## config.mk

```make
export PLATFORM = sky130hd
export DESIGN_NAME = socket_idle_clock_control
export DESIGN_NICKNAME = d
export VERILOG_FILES = /design/src/hw/socket_clk_pkg.sv /design/src/hw/socket_idle_clock_control.sv
export VERILOG_INCLUDE_DIRS = /design/src /design/src/hw
export SDC_FILE = /design/constraint.sdc
export NUM_CORES = 1
export LEC_CHECK = 0
export BUFFER_PORTS_ARGS = -buffer_cell sky130_fd_sc_hd__clkbuf_2
export CAP_MARGIN = 20
export CORE_ASPECT_RATIO = 0.75
export CORE_MARGIN = 1
export CORE_UTILIZATION = 34
export DETAILED_ROUTE_END_ITERATION = 12
export PLACE_DENSITY = 0.7
export SLEW_MARGIN = 25
export SYNTH_ARGS = -nofsm -noshare
export SYNTH_HDL_FRONTEND = slang
export SYNTH_SLANG_ARGS = --single-unit
```

## constraint.sdc

```tcl
create_clock -name sys_clk -period 2.1 [get_ports sys_clk]
set_input_delay 0.525 -clock sys_clk [delete_from_list [all_inputs] [get_ports sys_clk]]
set_output_delay 0.525 -clock sys_clk [all_outputs]
set_load 0.05 [all_outputs]
```

## src/hw/socket_clk_consts.svh

```systemverilog
/*
 * Constants of the socket idle clock control block: register offsets,
 * field positions, reset values and divider figures.
 * Assumes inclusion by bare name from the design and the bench.
 */
`ifndef SOCKET_CLK_CONSTS_SVH
`define SOCKET_CLK_CONSTS_SVH

// register byte offsets on the plain register port
`define OFS_POWER_MGMT   8'h20
`define OFS_IRQ_STATUS   8'h24
`define OFS_IRQ_MASK     8'h28

// field positions in the power management word
`define BIT_ACCESSED     25
`define BIT_CLK_CHANGED  24
`define BIT_POLICY_EN    16
`define BIT_SLOW_SEL     0

// interrupt status and mask layout
`define IRQ_W            2
`define IRQ_ACCESS       0
`define IRQ_CLOCK        1
`define IRQ_RESET        2'h0
`define IRQ_NONE         2'h0

// idle slow mode divides the card clock by sixteen
`define DIV_W            4
`define DIV_ZERO         4'h0
`define DIV_ONE          4'h1
`define DIV_LAST         4'hF

`define WORD_ZERO        32'h0000_0000

`endif

```

## src/hw/socket_clk_pkg.sv

```systemverilog
/*
 * Types shared by the socket idle clock control block.
 * Assumes the constants header is on the include path.
 */
package socket_clk_pkg;

    // clock-run states of the card clock
    typedef enum logic [1:0] {
        CLK_RUN  = 2'b00,
        CLK_STOP = 2'b01,
        CLK_SLOW = 2'b10
    } clk_state_e;

    // one request on the plain register port
    typedef struct packed {
        logic [7:0]  addr;
        logic [31:0] wdata;
        logic        wr;
        logic        rd;
    } reg_req_s;

    // card clock controls toward the socket clock driver
    typedef struct packed {
        logic stop;
        logic slow;
        logic tick;
    } card_clk_s;

endpackage

```

## src/hw/socket_idle_clock_control.sv

```systemverilog
/*
 * Socket power management register and idle clock-run control for one
 * card socket, with sticky interrupt status and mask.
 * Assumes a register master that keeps strobes one cycle long, never
 * both at once, and a card side that reports accesses and idleness
 * synchronously to sys_clk.
 */
`timescale 1ns/1ps
`include "socket_clk_consts.svh"

module socket_idle_clock_control (
    input  wire logic                     sys_clk,
    input  wire logic                     rst,
    input  wire logic                     socket_reset,
    input  wire socket_clk_pkg::reg_req_s reg_req,
    output logic [31:0]                   reg_rdata,
    input  wire logic                     card_access,
    input  wire logic                     socket_idle,
    output socket_clk_pkg::card_clk_s     card_clk,
    output logic                          irq
);
    import socket_clk_pkg::*;

    // register port decode
    logic wr_pm;
    logic rd_pm;
    logic wr_status;
    logic wr_mask;

    assign wr_pm     = reg_req.wr && (reg_req.addr == `OFS_POWER_MGMT);
    assign rd_pm     = reg_req.rd && (reg_req.addr == `OFS_POWER_MGMT);
    assign wr_status = reg_req.wr && (reg_req.addr == `OFS_IRQ_STATUS);
    assign wr_mask   = reg_req.wr && (reg_req.addr == `OFS_IRQ_MASK);

    // policy bits
    logic policy_en;
    logic slow_sel;
    logic next_policy_en;
    logic next_slow_sel;

    // sticky flags
    logic accessed;
    logic clk_changed;
    logic next_accessed;
    logic next_clk_changed;

    // clock-run state
    clk_state_e          state;
    clk_state_e          next_state;
    logic [`DIV_W-1:0]   div_cnt;
    logic [`DIV_W-1:0]   next_div_cnt;
    card_clk_s           next_card_clk;
    logic                enter_idle;

    // interrupts and read data
    logic [`IRQ_W-1:0]   irq_status;
    logic [`IRQ_W-1:0]   irq_mask;
    logic [`IRQ_W-1:0]   next_irq_status;
    logic [`IRQ_W-1:0]   next_irq_mask;
    logic [`IRQ_W-1:0]   irq_events;
    logic [31:0]         next_rdata;
    logic [31:0]         pm_word;

    // policy bits: socket reset clears them too, unlike the flags
    always_comb begin
        next_policy_en = policy_en;
        next_slow_sel  = slow_sel;
        if (socket_reset) begin
            next_policy_en = 1'b0;
            next_slow_sel  = 1'b0;
        end else if (wr_pm) begin
            next_policy_en = reg_req.wdata[`BIT_POLICY_EN];
            next_slow_sel  = reg_req.wdata[`BIT_SLOW_SEL];
        end
    end

    always_ff @(posedge sys_clk) begin
        if (rst) begin
            policy_en <= 1'b0;
            slow_sel  <= 1'b0;
        end else begin
            policy_en <= next_policy_en;
            slow_sel  <= next_slow_sel;
        end
    end

    // clock-run state: only an enabled policy may leave the run state
    always_comb begin
        next_state = state;
        unique case (state)
            CLK_RUN: begin
                if (policy_en && socket_idle && !card_access) begin
                    next_state = slow_sel ? CLK_SLOW : CLK_STOP;
                end
            end
            CLK_STOP, CLK_SLOW: begin
                if (!policy_en || !socket_idle || card_access) begin
                    next_state = CLK_RUN;
                end
            end
            default: begin
                next_state = CLK_RUN;
            end
        endcase
    end

    assign enter_idle = (state == CLK_RUN) && (next_state != CLK_RUN);

    // divider: one card clock tick in sixteen while slowed
    always_comb begin
        next_div_cnt       = `DIV_ZERO;
        next_card_clk.stop = (next_state == CLK_STOP);
        next_card_clk.slow = (next_state == CLK_SLOW);
        next_card_clk.tick = 1'b0;
        unique case (next_state)
            CLK_RUN: begin
                next_card_clk.tick = 1'b1;
            end
            CLK_SLOW: begin
                next_div_cnt       = div_cnt + `DIV_ONE;
                next_card_clk.tick = (next_div_cnt == `DIV_LAST);
            end
            CLK_STOP: begin
                next_card_clk.tick = 1'b0;
            end
            default: begin
                next_card_clk.tick = 1'b1;
            end
        endcase
    end

    always_ff @(posedge sys_clk) begin
        if (rst) begin
            state    <= CLK_RUN;
            div_cnt  <= `DIV_ZERO;
            card_clk <= '{stop: 1'b0, slow: 1'b0, tick: 1'b1};
        end else begin
            state    <= next_state;
            div_cnt  <= next_div_cnt;
            card_clk <= next_card_clk;
        end
    end

    // sticky flags; a new access beats the clearing read
    always_comb begin
        next_accessed    = card_access || (accessed && !rd_pm);
        next_clk_changed = clk_changed || enter_idle;
    end

    // flags ignore socket_reset on purpose: context survives it
    always_ff @(posedge sys_clk) begin
        if (rst) begin
            accessed    <= 1'b0;
            clk_changed <= 1'b0;
        end else begin
            accessed    <= next_accessed;
            clk_changed <= next_clk_changed;
        end
    end

    // interrupt status: write one to clear, a same-cycle event wins
    assign irq_events = {enter_idle, card_access};

    always_comb begin
        next_irq_status = irq_status;
        next_irq_mask   = irq_mask;
        if (wr_status) begin
            next_irq_status = irq_status & ~reg_req.wdata[`IRQ_W-1:0];
        end
        next_irq_status = next_irq_status | irq_events;
        if (wr_mask) begin
            next_irq_mask = reg_req.wdata[`IRQ_W-1:0];
        end
    end

    always_ff @(posedge sys_clk) begin
        if (rst) begin
            irq_status <= `IRQ_RESET;
            irq_mask   <= `IRQ_RESET;
        end else begin
            irq_status <= next_irq_status;
            irq_mask   <= next_irq_mask;
        end
    end

    assign irq = ((irq_status & irq_mask) != `IRQ_NONE);

    // read word; reserved positions are never filled
    always_comb begin
        pm_word                   = `WORD_ZERO;
        pm_word[`BIT_ACCESSED]    = accessed;
        pm_word[`BIT_CLK_CHANGED] = clk_changed;
        pm_word[`BIT_POLICY_EN]   = policy_en;
        pm_word[`BIT_SLOW_SEL]    = slow_sel;
    end

    // read data stands one cycle only; unmapped addresses read zero
    always_comb begin
        next_rdata = `WORD_ZERO;
        if (reg_req.rd) begin
            unique case (reg_req.addr)
                `OFS_POWER_MGMT: next_rdata = pm_word;
                `OFS_IRQ_STATUS: next_rdata[`IRQ_W-1:0] = irq_status;
                `OFS_IRQ_MASK:   next_rdata[`IRQ_W-1:0] = irq_mask;
                default:         next_rdata = `WORD_ZERO;
            endcase
        end
    end

    always_ff @(posedge sys_clk) begin
        if (rst) begin
            reg_rdata <= `WORD_ZERO;
        end else begin
            reg_rdata <= next_rdata;
        end
    end
endmodule // socket_idle_clock_control

```

Word-level counts from Yosys, hierarchy flattened
Cells that the tools add are included.
- $add $sub $neg: 1
- equal/unequal tests: 8
- muxes and demuxes: 7
- bitwise operators: 7
- reduce and logical (&&, ||, !) cells: 24
- operators by type and width (kind ; count):
    equality test 8 x 6 -> 1 bit (second input constant) ; 3
    logical AND 1 bit ; 8
    2-to-1 mux 2 bit ; 4
    OR reduction 2 bit ; 4
    one-hot mux 2 bit (3 select lines) ; 1
    adder 4 x 1 -> 4 bit (second input constant) ; 1
    AND 2 bit ; 2
    equality test 2 x 1 -> 1 bit (second input constant) ; 2
    equality test 2 bit (second input constant) ; 2
    equality test 4 bit (second input constant) ; 1
    logical NOT 1 bit ; 4
    logical OR 1 bit ; 4
    one-hot mux 2 bit (2 select lines) ; 1
    nonzero test 2 bit ; 2
    inverter 1 bit ; 3
    OR reduction 3 bit ; 1
    logical NOT 2 bit ; 1
    inverter 2 bit ; 1
    bitwise OR 2 bit ; 1
    one-hot mux 1 bit (2 select lines) ; 1
- flip-flop bits (word level): 49
- bits of input ports: 47
- output and inout bits: 36
- word-level logic and storage cells: 60

Depth between registers and ports, before layout
- depth in word-level cells: 8
- depth in mapped cells: 7
- depth with buffers taken out: 7

Worst setup path before layout
OpenSTA, ideal clock, no wires.
- kind: input to register
- start: in card_access
- end: reg card_clk[0] in the netlist's numbering
- library setup time: 127 ps
- arrival time: 1478 ps
- data required time: 1973 ps
- path slack: 495 ps
- stages on the path: 7
- buffers on the path: 1
- cells stage by stage: and3b_1 buf_6 nand3_1 a311oi_2 nand2_2 inv_2 a21oi_2
- cells in the longest elaborated chain, start to end: 6
- elaborated cells between the ends (all ways): 9
- those cells by class: eq/ne: 2; mux: 4; reduce/logical: 3
- RTL lines (what ; RTL line ; RTL):
    start, declared ; socket_idle_clock_control.sv:17 ; input wire logic card_access,
    logical NOT 1 bit ; socket_idle_clock_control.sv:92 ; if (policy_en && socket_idle && !card_access) begin
    logical AND 1 bit ; socket_idle_clock_control.sv:92 ;
    2-to-1 mux 2 bit ; socket_idle_clock_control.sv:92 ;
    one-hot mux 2 bit (2 select lines) (*) ; socket_idle_clock_control.sv:90 ; unique case (state)
    equality test 2 x 1 -> 1 bit or equality test 2 bit (tied branches) ; socket_idle_clock_control.sv:115 ; unique case (next_state)
    one-hot mux 1 bit (2 select lines) (*) ; socket_idle_clock_control.sv:115 ;
    end signal, assigned ; socket_idle_clock_control.sv:136 ; card_clk <= '{stop: 1'b0, slow: 1'b0, tick: 1'b1};
    end signal, assigned ; socket_idle_clock_control.sv:140 ; card_clk <= next_card_clk;
    end, declared ; socket_idle_clock_control.sv:19 ; output socket_clk_pkg::card_clk_s card_clk,
Mark *: on every way between the ends. The rest lies on a longest branch, timed or not.
A chain may end at the register's enable or synchronous reset.

Worst setup path after layout
- start: reg state[1]
- end: reg card_clk[0] in the netlist's numbering
- cells in the longest elaborated chain, start to end: 5
- elaborated cells between the ends (all ways): 10
- those cells by class: eq/ne: 4; mux: 4; reduce/logical: 2
- RTL lines (what ; RTL line ; RTL):
    start, declared ; socket_idle_clock_control.sv:48 ; clk_state_e state;
    start signal, assigned ; socket_idle_clock_control.sv:138 ; state <= next_state;
    equality test 2 x 1 -> 1 bit or equality test 2 bit (tied branches) ; socket_idle_clock_control.sv:90 ;
    OR reduction 2 bit ; socket_idle_clock_control.sv:90 ;
    one-hot mux 2 bit (2 select lines) (*) ; socket_idle_clock_control.sv:90 ;
    equality test 2 x 1 -> 1 bit or equality test 2 bit (tied branches) ; socket_idle_clock_control.sv:115 ;
    one-hot mux 1 bit (2 select lines) (*) ; socket_idle_clock_control.sv:115 ;
Marks and branches as above.

==> parameters.txt <==
Parameter                              Value

Power and ir drop
  Overall power of the completed layout ... 948.7 uW
  Worst ir drop on vdd ... 0.0002833 V
  Leakage component of the power ... 0.5941 nW
  PD cells ... 729.1 mW/mm^2

Route
  Number of remaining DRC errors ... 0
  First DRT Iteration DRCs ... 47
  Total wirelength of the detailed-routed design ... 1741 um
  Routed via count divided by cell count ... 4.320
  Top routing layer in use ... met4
  Number of optimization iterations in the first detailed-route pass ... 4
  Final routed wire length divided by cell count ... 8.974 um
  WL met1 ... 813 um
  Post-route antenna net violation count ... 0
  Routed wire length on met3 ... 170 um
  Routed length on met2 ... 733 um
  Via Count ... 838

Worst setup path
  Max Fanout on Critical Path ... 5
  Data required time at the worst endpoint ... 2250 ps
  Source of the critical timing path ... state[1]$_SDFF_PP0_
  Critical-path cell list ... inv_1 -> ha_1 -> nand3_1 -> a311oi_2 -> nand2_2 -> inv_2 -> a21oi_2
  Launch point of the worst reg-to-reg path ... state[1]$_SDFF_PP0_
  Path type of the worst setup path ... register to register
  Crit-path leading delay family ... flip-flops
  Slowest cell on the critical path ... sky130_fd_sc_hd__dfxtp_1
  Critical path endpoint category ... register
  Critical Path Source Type ... register
  Slowest cell delay on critical path ... 460 ps
  Arrival time at the worst endpoint ... 1810 ps
  CP Buf/Inv Count ... 2

GRT
  Vias in the first global route ... 648
  Global-route congestion overflow total ... 0
  Total global routing track utilization ... 9.844%
  Initial antenna violation count ... 0
  Largest net degree at the start of global routing ... 14
  Global-route wire length before repair ... 2829 um

Synth
  Ys async rst share ... 0%
  Number of synthesized register bits ... 22
  Post-synth top flop ... sky130_fd_sc_hd__dfxtp_1
  Largest family of logic cells by synthesized area ... simple AND/OR/NAND/NOR gates
  Adder-cell share of the synthesized area ... 4.278%
  Post-synthesis share of cell area spent on and, or, nand and nor gates ... 23.74%
  Mean cell area of the mapped netlist ... 9.212 sq um
  Synthesis warning total ... 0
  Number of flops mapped to enable cells by yosys ... 0
  Unique cell type count in the Yosys netlist ... 33
  Post-synthesis instance area ... 0.001170 sq mm
  Fraction of the mapped netlist area in compound gates ... 6.738%
  Synth Area in XOR/XNOR ... 2.246%
  Cell count after synthesis ... 127
  Multiplexer share of the synthesized area ... 5.134%
  Register area share after synthesis ... 37.65%

STA
  Final period utilization ... 79.40%
  # setup viols final ... 0
  Maximum operating frequency ... 599.7 MHz
  Min cycle time layout ... 1668 ps
  Setup repair after global routing missed its margin ... no
  Pins over their slew limit ... 0
  Setup skew after layout ... 0.6249 ps
  Hold slack ... 438.4 ps
  Hold Fails Final Rpt ... 0
  Setup TNS ... 0 ps

Layout
  Fraction of layout instances using a drive strength above 1 ... 24.03%
  Final #Nets ... 206
  Filler Cells Inserted ... 332
  Count of antenna diodes in the layout ... 0
  Area Overhead vs Synth ... 11.23%

Status
  Result of the run ... completed

Die
  Area inside the core boundary ... 0.003288 sq mm
  Number of placed I/O pins ... 83
  Site row count ... 18
  Horizontal extent of the die ... 69.73 um
  Area of the die ... 0.003682 sq mm
  Height of the die ... 52.80 um
  Starting Density ... 35.58%

Clocking
  Maximum root-to-sink buffer count ... 2
  Post-cts resize count ... 0
  # clock sinks ... 22
  Buffer type at the clock tree root ... sky130_fd_sc_hd__clkbuf_8
  Post-CTS setup repair buffer count ... 0
  Clock-pin slew reported for the worst setup and hold paths after clock tree synthesis ... 80 ps
  Insertion delay to the later sink of the worst-skew pair ... 260 ps
  Clock tree from TritonCTS ... built
  # H-tree levels ... 1
  Number of hold buffers added after cts ... 0
  Total CTS buffers ... 3

Place
  Gpl congestion ... 0.7794
  HPWL after detailed placement ... 1407 um
  IO Port Bufs ... 26

Worst hold path
  Min-Delay Path Class ... primary input to register
  Source of the worst hold timing path ... socket_reset

Flow run
  MaxCap Viol Count ... 0
## flip-flops by register name, indices dropped and copies added, names as in the netlist
| name | cells |
|---|---|
| reg_rdata | 5 |
| div_cnt | 4 |
| card_clk | 3 |
| irq_mask | 2 |
| irq_status | 2 |
| state | 2 |
| accessed | 1 |
| clk_changed | 1 |
| policy_en | 1 |
| slow_sel | 1 |
## routing by layer
metal	global-route usage, %	vias to the layer above
li1	-	432
met1	13.28	353
met2	15.05	50
met3	2.500	3
met4	4.000	0
met5	0	-
## cell usage in the layout (no fill, tap or decap)
master / count
sky130_fd_sc_hd__clkbuf_8: 3
sky130_fd_sc_hd__nor3_1: 7
sky130_fd_sc_hd__nor4_1: 1
sky130_fd_sc_hd__clkbuf_2: 26
sky130_fd_sc_hd__ha_1: 4
sky130_fd_sc_hd__a22o_1: 1
sky130_fd_sc_hd__bufinv_16: 1
sky130_fd_sc_hd__nor3b_1: 2
sky130_fd_sc_hd__nand4b_1: 1
sky130_fd_sc_hd__a21oi_1: 5
sky130_fd_sc_hd__conb_1: 27
sky130_fd_sc_hd__a32oi_2: 1
sky130_fd_sc_hd__and3b_1: 3
sky130_fd_sc_hd__nand2_2: 1
sky130_fd_sc_hd__and2_1: 3
sky130_fd_sc_hd__a311oi_2: 1
sky130_fd_sc_hd__nand3b_4: 1
sky130_fd_sc_hd__mux2i_1: 6
sky130_fd_sc_hd__inv_1: 3
sky130_fd_sc_hd__nand2b_1: 1
sky130_fd_sc_hd__nand2_1: 2
sky130_fd_sc_hd__xor2_1: 2
sky130_fd_sc_hd__dfxtp_1: 22
sky130_fd_sc_hd__nand4_1: 2
sky130_fd_sc_hd__nor4_2: 1
sky130_fd_sc_hd__nand3_1: 6
sky130_fd_sc_hd__xnor2_1: 1
sky130_fd_sc_hd__o21ai_0: 1
sky130_fd_sc_hd__and4b_1: 1
sky130_fd_sc_hd__nor2_1: 15
sky130_fd_sc_hd__a21oi_2: 1
sky130_fd_sc_hd__nor2b_1: 1
sky130_fd_sc_hd__inv_2: 1
## worst paths after layout
kind	slack, ps	end	depth (start not counted)
setup / recovery	430	card_clk[0]$_SDFF_PP1_	7
hold / removal	440	policy_en$_SDFFE_PP0P_	2
setup reg to reg	430	card_clk[0]$_SDFF_PP1_	7
hold reg to reg	470	reg_rdata[24]$_SDFF_PP0_	1
## synthesized netlist by cell type, types with 2 or more instances
library cell | n | area, sq um
sky130_fd_sc_hd__mux2i_1 | 6 | 60.06
sky130_fd_sc_hd__ha_1 | 4 | 50.05
sky130_fd_sc_hd__and2_1 | 3 | 18.77
sky130_fd_sc_hd__nand4_1 | 2 | 12.51
sky130_fd_sc_hd__a21oi_1 | 5 | 25.02
sky130_fd_sc_hd__nand3_1 | 6 | 30.03
sky130_fd_sc_hd__dfxtp_1 | 22 | 440.4
sky130_fd_sc_hd__nor3_1 | 7 | 35.03
sky130_fd_sc_hd__nor2_1 | 15 | 56.30
sky130_fd_sc_hd__buf_4 | 27 | 202.7
sky130_fd_sc_hd__and3b_1 | 3 | 26.28
sky130_fd_sc_hd__nor3b_1 | 2 | 15.01
sky130_fd_sc_hd__xor2_1 | 2 | 17.52
sky130_fd_sc_hd__nand2_1 | 2 | 7.510
sky130_fd_sc_hd__inv_1 | 3 | 11.26
## metrics by stage
stage	worst slack, ps	instances	cell area (sq um)	util [%]
3_5_place_dp	247.2	190	1230	37.40
6_report	432.5	194	1301	39.57
2_1_floorplan	495.4	153	1267	-
5_1_grt	320.9	194	1301	39.57
3_3_place_gp	249.3	190	1230	37.40
4_1_cts	431.2	194	1301	39.57
## where the power goes
group	switching [mW]	internal (mW)
logic	0.124	0.0167
registers	0.00171	0.420
clock network	0.133	0.255
## cell families after synthesis
group,after synthesis
AO/OA/AOI/OAI,10
XOR/XNOR,3
adder cells (fa/ha/maj),4
buffers and inverters,33
flip-flops,22
multiplexers,6
other,1
AND/OR/NAND/NOR,48
## final cells by class
type | count | area [sq um] | share of cell area (%)
Multi-Input combinational cell | 98 | 594.3 | 45.67
Sequential cell | 22 | 440.4 | 33.85
Timing Repair Buffer | 26 | 130.1 | 10.00
Tap cell | 40 | 50.05 | 3.846
Clock buffer | 3 | 41.29 | 3.173
Clock inverter | 1 | 30.03 | 2.308
Inverter | 4 | 15.01 | 1.154
(Power assumes the default switching activity.)
